**config.mk**
```make
export PLATFORM = sky130hd
export DESIGN_NAME = arf_filter
export DESIGN_NICKNAME = d
export VERILOG_FILES = /design/src/pkg/arf_pkg.sv /design/src/hdl/arf_filter.sv
export VERILOG_INCLUDE_DIRS = /design/src /design/src/pkg
export SDC_FILE = /design/constraint.sdc
export NUM_CORES = 1
export LEC_CHECK = 0
export BUFFER_PORTS_ARGS = -buffer_cell sky130_fd_sc_hd__buf_4
export CAP_MARGIN = 20
export CORE_ASPECT_RATIO = 1.75
export CORE_UTILIZATION = 40
export DETAILED_ROUTE_END_ITERATION = 12
export GPL_ROUTABILITY_DRIVEN = 0
export PLACE_DENSITY = 0.72
export SLEW_MARGIN = 40
export SYNTH_ARGS = -nofsm -noshare
export SYNTH_HDL_FRONTEND = slang
export SYNTH_SLANG_ARGS = --single-unit
export TNS_END_PERCENT = 100
```
**constraint.sdc**
```tcl
create_clock -name ref_clk -period 4.3 [get_ports ref_clk]
set_input_delay 0.645 -clock ref_clk [delete_from_list [all_inputs] [get_ports ref_clk]]
set_output_delay 0.645 -clock ref_clk [all_outputs]
set_load 0.01 [all_outputs]
```
**src/pkg/arf_consts.svh**
```systemverilog
/*
 Register offsets, field positions, reset values and widths for the
 upper-node asynchronous request filter.
 Assumes inclusion by bare name from the package and the design file.
*/
`ifndef ARF_CONSTS_SVH
`define ARF_CONSTS_SVH

`define ARF_ADDR_W          12
`define ARF_OFS_FILT_SET    12'h100
`define ARF_OFS_FILT_CLR    12'h104
`define ARF_OFS_OWN_BUS     12'h110
`define ARF_OFS_STATUS      12'h114

`define ARF_FILT_RESET      32'h0000_0000
`define ARF_ALL_BUS_BIT     5
`define ARF_ALL_BUS_POS     31
`define ARF_NODE_BASE       6'h20
`define ARF_NODE_NONE       6'h3f

`define ARF_BUS_LSB         6
`define ARF_BUS_MSB         15
`define ARF_BUS_RESET       10'h3ff

`define ARF_CNT_W           16
`define ARF_CNT_MAX         16'hffff

`define ARF_RESP_OKAY       2'b00
`define ARF_RESP_SLVERR     2'b10

`endif

```
**src/pkg/arf_pkg.sv**
```systemverilog
/*
 Types shared by the upper-node asynchronous request filter.
 Assumes arf_consts.svh is on the include path.
*/
`include "arf_consts.svh"

package arf_pkg;

    typedef enum logic [1:0] {
        ARF_CTX_OTHER    = 2'b00,
        ARF_CTX_PHYS_REQ = 2'b01,
        ARF_CTX_ASYNC_RQ = 2'b10
    } arf_ctx_t;

    // One incoming request header, as decoded by the receive path
    typedef struct packed {
        logic     valid;
        arf_ctx_t ctx;
        logic [9:0] src_bus;
        logic [5:0] src_node;
    } arf_pkt_t;

    // Verdict for the receive path, one cycle after the header
    typedef struct packed {
        logic valid;
        logic checked;
        logic in_range;
        logic ack;
        logic enqueue;
    } arf_verdict_t;

endpackage

```
**src/hdl/arf_filter.sv**
```systemverilog
/*
 Upper-node asynchronous request filter with its AXI4-Lite register slave.
 Assumes a receive path on ref_clk that presents one header per cycle
 and honours the verdict returned one cycle later.
*/
// What this block does
// RQ1: One enable bit per upper node permits or blocks its requests.
// RQ2: Headers for physical-request or async-request contexts are checked.
// RQ3: Clear bit for the source node means no ack and no enqueue.
// RQ4: Per-node comparison applies only to sources on our own bus.
// RQ5: Remote-bus requests rejected unless bit 31 is set, then all accepted.
// RQ6: Node 62 maps to bit 30, descending one bit per node to bit 0.
// RQ7: Filter reached through a set offset and a clear offset.
// RQ8: Ones set or clear bits, zeros ignored, reads return filter, reset zero.
// RQ9: Locality decided by comparing source bus with own programmable bus id.
`timescale 1ns/1ps
`default_nettype none
`include "arf_consts.svh"

module arf_filter
(
    input  wire logic                  ref_clk,
    input  wire logic                  nrst,
    input  wire logic [11:0]           s_axi_awaddr,
    input  wire logic                  s_axi_awvalid,
    output var  logic                  s_axi_awready,
    input  wire logic [31:0]           s_axi_wdata,
    input  wire logic [3:0]            s_axi_wstrb,
    input  wire logic                  s_axi_wvalid,
    output var  logic                  s_axi_wready,
    output var  logic [1:0]            s_axi_bresp,
    output var  logic                  s_axi_bvalid,
    input  wire logic                  s_axi_bready,
    input  wire logic [11:0]           s_axi_araddr,
    input  wire logic                  s_axi_arvalid,
    output var  logic                  s_axi_arready,
    output var  logic [31:0]           s_axi_rdata,
    output var  logic [1:0]            s_axi_rresp,
    output var  logic                  s_axi_rvalid,
    input  wire logic                  s_axi_rready,
    input  wire arf_pkg::arf_pkt_t     pkt_in,
    output var  arf_pkg::arf_verdict_t verdict_out
);
    import arf_pkg::*;

    logic [31:0]          filt_q;
    logic [9:0]           own_bus_q;
    logic [`ARF_CNT_W-1:0] rej_cnt_q;
    logic                 aw_h_q;
    logic                 w_h_q;
    logic [11:0]          awaddr_q;
    logic [31:0]          wdata_q;
    logic [3:0]           wstrb_q;
    logic                 wr_fire;
    logic [31:0]          wmask;
    logic [31:0]          filt_d;
    logic                 wr_set;
    logic                 wr_clr;
    logic                 wr_own;
    arf_verdict_t         verdict_d;

    // Byte enables widened to a bit mask
    function automatic logic [31:0] strb_mask(input logic [3:0] s);
        logic [31:0] m;
        m = 32'h0000_0000;
        for (int i = 0; i < 4; i++)
        begin
            m[i*8 +: 8] = {8{s[i]}};
        end
        return m;
    endfunction

    // Word-aligned decode, shared by read and write paths
    function automatic logic is_mapped(input logic [11:0] a);
        logic [11:0] w;
        w = {a[11:2], 2'b00};
        return (w == `ARF_OFS_FILT_SET) || (w == `ARF_OFS_FILT_CLR)
            || (w == `ARF_OFS_OWN_BUS) || (w == `ARF_OFS_STATUS);
    endfunction

    // Bits 1:0 dropped; every register is one aligned word
    function automatic logic [11:0] word_addr(input logic [11:0] a);
        return {a[11:2], 2'b00};
    endfunction

    assign wr_fire = aw_h_q && w_h_q && !s_axi_bvalid;
    assign wmask   = wdata_q & strb_mask(wstrb_q);

    // Readies stay low while a response waits: one write in flight
    assign wr_set  = wr_fire && (word_addr(awaddr_q) == `ARF_OFS_FILT_SET);
    assign wr_clr  = wr_fire && (word_addr(awaddr_q) == `ARF_OFS_FILT_CLR);
    assign wr_own  = wr_fire && (word_addr(awaddr_q) == `ARF_OFS_OWN_BUS);

    // Write address channel; either channel may arrive first
    always_ff @(posedge ref_clk or negedge nrst)
    begin
        if (!nrst)
        begin
            aw_h_q        <= 1'b0;
            awaddr_q      <= 12'h000;
            s_axi_awready <= 1'b0;
        end
        else if (s_axi_awvalid && s_axi_awready)
        begin
            aw_h_q        <= 1'b1;
            awaddr_q      <= s_axi_awaddr;
            s_axi_awready <= 1'b0;
        end
        else if (wr_fire)
        begin
            aw_h_q <= 1'b0;
        end
        else if (!aw_h_q && !s_axi_bvalid)
        begin
            s_axi_awready <= 1'b1;
        end
    end

    // Write data channel
    always_ff @(posedge ref_clk or negedge nrst)
    begin
        if (!nrst)
        begin
            w_h_q        <= 1'b0;
            wdata_q      <= 32'h0000_0000;
            wstrb_q      <= 4'h0;
            s_axi_wready <= 1'b0;
        end
        else if (s_axi_wvalid && s_axi_wready)
        begin
            w_h_q        <= 1'b1;
            wdata_q      <= s_axi_wdata;
            wstrb_q      <= s_axi_wstrb;
            s_axi_wready <= 1'b0;
        end
        else if (wr_fire)
        begin
            w_h_q <= 1'b0;
        end
        else if (!w_h_q && !s_axi_bvalid)
        begin
            s_axi_wready <= 1'b1;
        end
    end

    // Write response, one cycle after both halves are held
    // Unmapped offsets answer SLVERR and change nothing
    always_ff @(posedge ref_clk or negedge nrst)
    begin
        if (!nrst)
        begin
            s_axi_bvalid <= 1'b0;
            s_axi_bresp  <= `ARF_RESP_OKAY;
        end
        else if (wr_fire)
        begin
            s_axi_bvalid <= 1'b1;
            s_axi_bresp  <= is_mapped(awaddr_q) ? `ARF_RESP_OKAY : `ARF_RESP_SLVERR;
        end
        else if (s_axi_bready)
        begin
            s_axi_bvalid <= 1'b0;
        end
    end

    // Filter bits: set and clear offsets, ones act, zeros ignored
    // One cell per bit; only the addressed offset touches it
    for (genvar g = 0; g < 32; g++)
    begin : g_filt
        assign filt_d[g] = (wr_set && wmask[g]) ? 1'b1
                         : (wr_clr && wmask[g]) ? 1'b0
                         : filt_q[g]; // see RQ7 see RQ8
    end

    // Filter register, takes the per-bit next value each edge
    always_ff @(posedge ref_clk or negedge nrst)
    begin
        if (!nrst)
        begin
            filt_q <= `ARF_FILT_RESET; // see RQ8
        end
        else
        begin
            filt_q <= filt_d; // see RQ1
        end
    end

    // Own bus id, bits 15:6 of its word; lanes honoured per byte
    always_ff @(posedge ref_clk or negedge nrst)
    begin
        if (!nrst)
        begin
            own_bus_q <= `ARF_BUS_RESET;
        end
        else if (wr_own)
        begin
            if (wstrb_q[0])
            begin
                own_bus_q[1:0] <= wdata_q[7:6];
            end
            if (wstrb_q[1])
            begin
                own_bus_q[9:2] <= wdata_q[`ARF_BUS_MSB:8];
            end
        end
    end

    // Read channel; a single read in flight at a time
    always_ff @(posedge ref_clk or negedge nrst)
    begin
        if (!nrst)
        begin
            s_axi_arready <= 1'b0;
            s_axi_rvalid  <= 1'b0;
            s_axi_rdata   <= 32'h0000_0000;
            s_axi_rresp   <= `ARF_RESP_OKAY;
        end
        else if (s_axi_arvalid && s_axi_arready)
        begin
            s_axi_arready <= 1'b0;
            s_axi_rvalid  <= 1'b1;
            s_axi_rresp   <= is_mapped(s_axi_araddr) ? `ARF_RESP_OKAY : `ARF_RESP_SLVERR;
            // Both filter offsets read back the same word
            case (word_addr(s_axi_araddr))
                `ARF_OFS_FILT_SET: s_axi_rdata <= filt_q; // see RQ8
                `ARF_OFS_FILT_CLR: s_axi_rdata <= filt_q; // see RQ8
                `ARF_OFS_OWN_BUS:  s_axi_rdata <= {16'h0000, own_bus_q, 6'h00};
                `ARF_OFS_STATUS:   s_axi_rdata <= {16'h0000, rej_cnt_q};
                default:           s_axi_rdata <= 32'h0000_0000;
            endcase
        end
        else if (s_axi_rvalid && s_axi_rready)
        begin
            s_axi_rvalid <= 1'b0;
        end
        else if (!s_axi_rvalid)
        begin
            s_axi_arready <= 1'b1;
        end
    end

    // Verdict; own-bus nodes below 32 belong to the low filter, so get in_range and ack low
    always_comb
    begin
        logic       local_src;
        logic [5:0] idx;
        local_src = (pkt_in.src_bus == own_bus_q); // see RQ9
        idx       = pkt_in.src_node - `ARF_NODE_BASE; // see RQ6
        verdict_d          = '0;
        verdict_d.valid    = pkt_in.valid;
        verdict_d.checked  = pkt_in.valid && (pkt_in.ctx == ARF_CTX_PHYS_REQ
                             || pkt_in.ctx == ARF_CTX_ASYNC_RQ); // see RQ2
        verdict_d.in_range = 1'b1;
        verdict_d.ack      = 1'b1;
        if (verdict_d.checked)
        begin
            if (!local_src)
            begin
                verdict_d.ack = filt_q[`ARF_ALL_BUS_POS]; // see RQ5
            end
            else if (pkt_in.src_node[5] && pkt_in.src_node != `ARF_NODE_NONE)
            begin
                verdict_d.ack = filt_q[idx[4:0]]; // see RQ1 see RQ4 see RQ6
            end
            else
            begin
                verdict_d.in_range = 1'b0;
                verdict_d.ack      = 1'b0;
            end
        end
        verdict_d.enqueue = verdict_d.valid && verdict_d.ack; // see RQ3
        verdict_d.ack     = verdict_d.valid && verdict_d.ack;
    end

    always_ff @(posedge ref_clk or negedge nrst)
    begin
        if (!nrst)
        begin
            verdict_out <= '0;
        end
        else
        begin
            verdict_out <= verdict_d; // see RQ3
        end
    end

    // Saturating count of rejected in-range requests, for software visibility
    // Saturates so software never reads a wrapped, falsely small count
    always_ff @(posedge ref_clk or negedge nrst)
    begin
        if (!nrst)
        begin
            rej_cnt_q <= '0;
        end
        else if (verdict_d.checked && verdict_d.in_range && !verdict_d.ack
                 && rej_cnt_q != `ARF_CNT_MAX)
        begin
            rej_cnt_q <= rej_cnt_q + 16'h0001;
        end
    end

endmodule
`default_nettype wire

```
==> results.txt, run 1 <==
----------------------------------------------------
[CTS]
  Number of clock sinks ... approximately 150
  CTS Hold Bufs ... 0
  Buffers inserted during post-CTS setup optimization ... 0
  Clock slew seen by the registers of the worst setup and hold paths ... 0.06 ns
  Number of H-tree levels ... 4
  CTS tree ... done
  Quantity of gates resized following cts ... 0
  Clock tree root driver cell ... sky130_fd_sc_hd__clkbuf_16
  Inserted Clock Buffers ... 17
  Buffer levels on the longest clock path ... 2
  Clk Latency, worst-skew pair ... 0.42 ns

[Hold path]
  Path type of the worst min-delay path ... input port to async pin

[Run]
  Max Cap Viol ... 0

[Worst setup path]
  Critical register-to-register path endpoint ... rej_cnt_q[15]
  Slowest stage cell, crit path ... sky130_fd_sc_hd__dfstp_2
  Delay of the slowest cell on the worst path ... roughly 0.56 ns
  Crit Path Category ... register to register
  Setup slack on the worst flop-to-flop path ... between 1.5 and 2 ns
  Critical path arrival ... 2.96 ns
  Worst Reg-to-Reg Cells ... 7
  Reg2Reg Launch Point ... own_bus_q[2]
  Cell type group with the largest total delay on the critical path ... simple AND/OR/NAND/NOR gates
  Crit start category ... register
  Ordered list of cells on the worst path ... xnor2_1 > nand4_1 > nor4_4 > mux2i_1 > nand4_4 > nor4_1 > xor2_1
  Type of element capturing the critical path ... register
  Critical path required time ... 4.63 ns
  Buffers and inverters on the worst path ... 0
  Maximum fanout along the worst path ... 13

[Timing]
  Total setup violations reported at the end of the flow ... 0
  Worst slew margin relative to its limit ... between 50% and 60%
  Share of the clock period used by the worst path after layout ... around three fifths
  RSZ-0062 raised after global routing ... no
  Number of hold violations in the final report ... 0
  Measured slew at the worst slew-check pin ... approximately 0.67 ns
  Final period demand of the worst path ... roughly 2.6 ns
  Final Skew ... between 0.009 and 0.01 ns
  Peak clock frequency supported by timing ... around 380 MHz
  Final worst slack ... ~1.7 ns
  Aggregate negative setup slack ... 0 ns
  Slew Viols, Final ... 0

[Global route]
  Vias in the first global route ... between 4000 and 5000
  Global routing usage on met1 ... 21.24%
  Grt ovf ... 0
  Busiest grt layer ... met2
  Maximum number of pins on one net before global-route repair ... between 70 and 80
  First-pass GRT wire length ... approximately 24000 µm
  Met2 demand-to-capacity share in global routing ... between 30% and 40%
  Number of antenna violations at the first check in global routing ... 0
  Met3 layer usage reported by global route ... 4.244%
  Overall routing resource usage ... 18.81%

[Power and ir drop]
  Maximum resistive drop on vdd ... ~450 µV
  Cell Int Power ... around 3.1 mW
  Net Switching ... about 1.1 mW
  Combinational fraction of design power ... between 10% and 20%
  Part of the total power dissipated in sequential elements ... a little under half
  Power density of the placed cells ... approximately 510 nW/µm²
  P_leak ... 4.165 nW
  Clock group share of total power ... 38.0%
  Fraction of power spent switching nets ... between 20% and 30%

[Yosys]
  Number of warnings reported in the yosys synthesis log ... 0
  Mean instance size in the synthesized netlist ... 12.39 µm²
  Number of distinct library cell variants in the gate-level netlist after synthesis ... 51
  Leading cell types by total area after synthesis ... sky130_fd_sc_hd__dfrtp_1 (52%), sky130_fd_sc_hd__mux2_2 (10%), sky130_fd_sc_hd__dfstp_2 (4.0%), sky130_fd_sc_hd__a21boi_0 (3.7%), sky130_fd_sc_hd__a21o_1 (3.6%)
  Synth Flop Type ... sky130_fd_sc_hd__dfrtp_1
  Leading area contributor after synthesis ... sky130_fd_sc_hd__dfrtp_1
  Gate Count Post-Synth ... around 540
  Post-synthesis sequential area ratio ... 56.33%
  Post-Synthesis Cell Area ... between 6000 and 7000 µm²
  Share of synthesized flip-flops with an asynchronous set or reset ... 100.0%
  Post-synth EDFFs ... 0
  Area share of the largest cell type after synthesis ... approximately 52%
  Yosys reg bits ... ~150

[Floorplan]
  Die footprint ... between 15000 and 20000 µm²
  Die Width ... a little under 100 µm
  Number of I/O pins ... 132
  Number of core rows ... 62
  Starting density of the core ... about 40%
  Die span in y ... approximately 170 µm
  Core ar. ... about 16000 µm²

[Place]
  Placement-stage worst setup slack ... 1.416 ns
  Post-DP HPWL ... around 11000 µm
  Buffers on Ports ... approximately 130
  Count of placed standard cells including taps ... 827

[Finish]
  Most frequent cells in the layout ... sky130_fd_sc_hd__dfrtp_1 (139), sky130_fd_sc_hd__buf_4 (127), sky130_fd_sc_hd__mux2_2 (61)
  Share of cells above drive strength 1 ... between 30% and 40%
  N_diodes ... 0
  Final core area utilization ... about half
  Leading cell type in the layout, fill and taps excluded ... sky130_fd_sc_hd__dfrtp_1
  Post-Layout Cell Count ... around 860
  Area growth from synthesis to final layout ... 26.00%
  Number of nets in the final layout ... 741

[Detailed routing]
  Final ANT Viol Nets ... 0
  Detail-routed via count per cell ... 5.348
  First drt pass iteration count ... 4
  WL/cell ... ~18 µm
  Via count ... ~4600
  DRC violation total after the first TritonRoute iteration ... around 290
  DRC violations left ... 0
  Total detailed-routing wirelength ... ~15000 µm

[Outcome]
  Status ... complete, no violations

----------------------------------------------------
## worst register-to-register path: stages (launching register included)
cell and delay, ns:
sky130_fd_sc_hd__dfstp_2 0.56, sky130_fd_sc_hd__xnor2_1 0.12, sky130_fd_sc_hd__nand4_1 0.23, sky130_fd_sc_hd__nor4_4 0.40
sky130_fd_sc_hd__mux2i_1 0.37, sky130_fd_sc_hd__nand4_4 0.30, sky130_fd_sc_hd__nor4_1 0.40, sky130_fd_sc_hd__xor2_1 0.18
## through the flow
step                      power (mW)  hold WS [ns]  instance area (µm²)
after global placement         2.596        0.4690                 7716
after floorplan                2.366        0.3494                 6645
after detailed placement       2.654        0.4719                 7716
final                          4.247        0.2298                 8368
after global routing           4.433        0.2860                 8368
after CTS                      4.285        0.2539                 8368
## worst max-delay path by stage
stage / startpoint / end / cells past startpoint
after floorplan: pkt_in[2] / rej_cnt_q[12] / 8
after global placement: pkt_in[2] / rej_cnt_q[15] / 8
after detailed placement: pkt_in[2] / rej_cnt_q[15] / 8
after CTS: own_bus_q[9] / rej_cnt_q[15] / 7
after global routing: own_bus_q[9] / rej_cnt_q[15] / 7
final: own_bus_q[2] / rej_cnt_q[15] / 7
## power groups by stage
stage / Combinational, mW / Sequential (mW) / Clock (mW)
after floorplan: 0.465 / 1.90 / 0
after global routing: 0.738 / 1.99 / 1.70
after detailed placement: 0.683 / 1.97 / 0
after global placement: 0.648 / 1.95 / 0
final: 0.672 / 1.96 / 1.62
after CTS: 0.686 / 1.95 / 1.65
## cells in the mapped netlist (2+ instances only)
master                     instances
sky130_fd_sc_hd__a21boi_0         33
sky130_fd_sc_hd__o31ai_1           6
sky130_fd_sc_hd__nor3b_1           2
sky130_fd_sc_hd__xor2_1           13
sky130_fd_sc_hd__inv_1            10
sky130_fd_sc_hd__nor4b_1           2
sky130_fd_sc_hd__and3_1            2
sky130_fd_sc_hd__a22o_1           16
sky130_fd_sc_hd__o21a_1            4
sky130_fd_sc_hd__buf_6             3
sky130_fd_sc_hd__nor2_1           13
sky130_fd_sc_hd__nor2b_1           6
sky130_fd_sc_hd__mux2i_1          12
sky130_fd_sc_hd__o21ai_0          24
sky130_fd_sc_hd__a21o_1           32
sky130_fd_sc_hd__nor3_1            2
sky130_fd_sc_hd__xnor2_1          11
sky130_fd_sc_hd__mux4_2            5
sky130_fd_sc_hd__and2_1            9
sky130_fd_sc_hd__mux2_2           61
sky130_fd_sc_hd__nand4_1           5
sky130_fd_sc_hd__nand3_1          11
sky130_fd_sc_hd__nor4_1            5
sky130_fd_sc_hd__a21oi_1           7
sky130_fd_sc_hd__nand2_1          43
sky130_fd_sc_hd__buf_4             4
sky130_fd_sc_hd__clkbuf_1         23
sky130_fd_sc_hd__nor4_4            2
sky130_fd_sc_hd__dfstp_2          10
sky130_fd_sc_hd__dfrtp_1         139
## cells by family (layout without fill, tap and decap cells)
logic type                 after synthesis  count (layout)  share of synthesized area (%)
other                                    1               2                        0.05646
buffers and inverters                   41             171                          2.882
and+or+nand+nor                        111             111                          9.194
adders and majority gates                1               1                         0.1884
DFF                                    149             149                          56.33
AOI/OAI and AO/OA                      129             129                          13.77
muxes                                   80              80                          14.41
xor gates and xnor gates                24              24                          3.165
## area by class of cell
type	count	area, µm²
clock inverter	12	205.2
inverter	10	37.54
fill	1449	7923
clock buffer	20	446.7
tap	192	240.2
sequential	149	3741
timing repair buffer	129	984.7
multi-input combinational	347	2713
## state kept, by name, indices dropped and copies added (netlist names), 4 cells and up
register and count:
s_axi_rdata 32, awaddr_q 10, verdict_out 4, wdata_q 32, wstrb_q 4, filt_q 32, own_bus_q 10, rej_cnt_q 16
## metal layers
metal,routed length (µm),part of all wire (%)
met1,5869,38
met2,8304,54
met3,620,4.0
met4,537,3.5
met5,0,0
(Power assumes the default switching activity.)
==> inputs of run 2 (changes only) <==
- clock period: 4.3 -> 2.6 ns (I/O delays scaled with it)
==> run 2 against run 1 <==
Effect of this change:
- register-to-register slack got worse by 1.5 ns
- global-route usage increased by 0.38 points
- clock skew increased by 0.0013 ns
- clock power increased by 43%
- sequential power increased by 65%
- critical path type unchanged
- utilization decreased by 0.26 points
- sequential share of layout area increased by 0.23 points
- largest power group unchanged
- non-clock buffer count increased by 6
- combinational power increased by 65%
- final cell count increased by 0.70%
==> results.txt, run 2 (same netlist as run 1, synthesis figures left out) <==
----------------------------------------------------
[Outcome]
  Status ... complete, no violations

[Worst setup path]
  Buffers and inverters on the worst path ... 1 (+1)
  Maximum fanout along the worst path ... 9 (-4)
  Critical Path Stages ... 8 (+1)
  Type of element capturing the critical path ... register
  Crit start category ... register
  Critical path arrival ... 2.76 ns (-0.20 ns)
  Crit Path Category ... register to register
  Critical path required time ... 2.92 ns (-1.71 ns)
  Ordered list of cells on the worst path ... xnor2_1 > nand4_1 > nor4_4 > mux2i_2 > nand4_4 > buf_4 > nor3_1 > xnor2_1
  Slowest stage cell, crit path ... sky130_fd_sc_hd__dfstp_2
  Cell type group with the largest total delay on the critical path ... simple AND/OR/NAND/NOR gates
  Most Frequent Cell on Critical Path ... sky130_fd_sc_hd__xnor2_1
  Worst Reg-to-Reg Cells ... 8 (+1)
  Delay of the slowest cell on the worst path ... 0.56 ns (about the same)

[Finish]
  Largest regs ... filt_q x32, s_axi_rdata x32, wdata_q x32
  Post-Layout Cell Count ... 865 (+0.70%)
  Number of nets in the final layout ... 747 (+0.81%)
  FILL cells ... 1439 (-0.69%)
  Share of cells above drive strength 1 ... 36.85% (+0.27 points)
  N_diodes ... 0 (unchanged)
  Sequential cell area ... 3741 µm² (unchanged)
  Area growth from synthesis to final layout ... 25.36%
  Leading cell type in the layout, fill and taps excluded ... sky130_fd_sc_hd__dfrtp_1
  Area of the multi-input gates ... 2716 µm² (+0.14%)
  Most frequent cells in the layout ... sky130_fd_sc_hd__dfrtp_1 (139), sky130_fd_sc_hd__buf_4 (132), sky130_fd_sc_hd__mux2_2 (61)

[Timing]
  Total setup violations reported at the end of the flow ... 0 (unchanged)
  Share of the clock period used by the worst path after layout ... 93.63% (+33 points)
  Final period demand of the worst path ... 2.434 ns (-0.1877 ns)
  Peak clock frequency supported by timing ... 410.8 MHz (+7.7%)
  RSZ-0062 raised after global routing ... no
  Number of hold violations in the final report ... 0 (unchanged)
  Aggregate negative setup slack ... 0 ns (unchanged)
  Final hold slack ... 0.1052 ns (-0.1246 ns)
  Slew Viols, Final ... 0 (unchanged)
  Measured slew at the worst slew-check pin ... 0.5095 ns (-0.1581 ns)
  Final worst slack ... 0.1656 ns (-1.512 ns)
  Final Skew ... 0.01122 ns (+0.001347 ns)
  Worst slew margin relative to its limit ... 66.04% (+11 points)

[Detailed routing]
  Detail-routed via count per cell ... 5.371 (+0.43%)
  Final ANT Viol Nets ... 0 (unchanged)
  Total detailed-routing wirelength ... 15570 µm (+1.5%)
  DRC violations left ... 0 (unchanged)
  DRC violation total after the first TritonRoute iteration ... 258 (-11%)
  First drt pass iteration count ... 4 (unchanged)
  Via count ... 4646 (+1.1%)
  WL/cell ... 18.00 µm (+0.83%)

[CTS]
  Buffer levels on the longest clock path ... 2 (unchanged)
  Number of H-tree levels ... 4 (unchanged)
  Clock tree root driver cell ... sky130_fd_sc_hd__clkbuf_16
  CTS tree ... done
  Inserted Clock Buffers ... 17 (unchanged)
  Clk Latency, worst-skew pair ... 0.42 ns (about the same)
  Number of clock sinks ... 149 (unchanged)
  Clock slew seen by the registers of the worst setup and hold paths ... 0.06 ns (about the same)

[Floorplan]
  Number of core rows ... 62 (unchanged)
  Die footprint ... 17140 µm² (unchanged)
  Die span in y ... 172.5 µm (unchanged)
  Core ar. ... 16290 µm² (unchanged)
  Die Width ... 99.41 µm (unchanged)
  Number of I/O pins ... 132 (unchanged)
  Starting density of the core ... 40.77% (unchanged)

[Place]
  Post-DP HPWL ... 11630 µm (+3.0%)
  Placement-stage worst setup slack ... 0.07264 ns (-1.343 ns)
  Count of placed standard cells including taps ... 831 (+0.48%)
  Buffers on Ports ... 125 (unchanged)

[Global route]
  Number of antenna violations at the first check in global routing ... 0 (unchanged)
  Overall routing resource usage ... 19.19% (+0.38 points)
  Vias in the first global route ... 4946 (+5.2%)
  Grt ovf ... 0 (unchanged)
  First-pass GRT wire length ... 24980 µm (+2.7%)
  Maximum number of pins on one net before global-route repair ... 71 (-10%)

[Power and ir drop]
  Power density of the placed cells ... 798.6 nW/µm² (+57%)
  Part of the total power dissipated in sequential elements ... 48.7% (+2.6 points)
  Clock group share of total power ... 34.7% (-3.3 points)
  Fraction of power spent switching nets ... 27.17% (+0.98 points)
  Combinational fraction of design power ... 16.7% (+0.9 points)
  Cell Int Power ... 4.842 mW (+54%)
  Net Switching ... 1.807 mW (+62%)
  Maximum resistive drop on vdd ... 691.8 µV (+54%)
  P_leak ... 4.150 nW (-0.35%)

[Run]
  Max Cap Viol ... 0 (unchanged)

[Hold path]
  Path type of the worst min-delay path ... input port to register
  Hold Path Stages ... 1

----------------------------------------------------
## run 2: cell types whose count changed in the layout (fill, tap and decap cells not counted), sizes merged
cell | before | now
clkbuf | 20 | 24
buf | 129 | 134
clkinvlp | 2 | 3
bufinv | 5 | 1
clkinv | 5 | 4
dlygate4sd3 | 0 | 1
## run 2: worst paths after layout
check / from / endpoint / slack (ns)
setup reg to reg: own_bus_q[6] / rej_cnt_q[8] / 0.17
setup / recovery: own_bus_q[6] / rej_cnt_q[8] / 0.17
hold reg to reg: s_axi_rdata[14] / s_axi_rdata[14] / 0.48
min in group asynchronous: nrst / s_axi_rdata[21] / 0.47
max in group asynchronous: nrst / own_bus_q[1] / 1.29
hold / removal: pkt_in[18] / verdict_out[4] / 0.11
## run 2: worst reg2reg max path, delay by kind of cell (launching register included)
kind	cells	cell delay (ns)
and+or+nand+nor	4	0.93
muxes	1	0.34
DFF	1	0.56
buffers and inverters	1	0.22
xor gates and xnor gates	2	0.30
## run 2: area by class of cell
cell class              count  share of cell area, %
inverters                  10                 0.4509
repair buffers            135                  12.40
clock buffers              24                  5.786
well taps                 192                  2.885
flip-flops and latches    149                  44.94
clock inverters             8                 0.9167
multi-input cells         347                  32.63
## run 2: layer usage
| layer | routed length, µm | track usage (%) | up-vias |
|---|---|---|---|
| li1 | - | - | 2155 |
| met1 | 5774 | 20.98 | 2349 |
| met2 | 8754 | 35.66 | 118 |
| met3 | 640 | 3.921 | 24 |
| met4 | 397 | 8.184 | 0 |
| met5 | 0 | 0 | - |
## run 2: timing repair
action / in CTS / in global routing
hold endpoints to repair: 46 / 0
setup endpoints to repair: 0 / 8
resized for setup: 0 / 1
hold buffers: 1 / 0
buffers inserted: 0 / 1
## run 2: stage by stage
step                cell area (µm²)  utilization (%)  power, mW
floorplan                      6645                -      3.913
global placement               7746            47.55      4.299
detailed placement             7746            47.55      4.397
CTS                            8314            51.04      6.713
global route                   8325            51.11      6.979
finish                         8325            51.11      6.649
## run 2: power groups by stage
stage               logic, mW  clock network (mW)  registers, mW
floorplan               0.770                   0           3.14
global placement         1.07                   0           3.22
detailed placement       1.13                   0           3.27
CTS                      1.13                2.35           3.23
global route             1.22                2.45           3.30
finish                   1.11                2.31           3.24
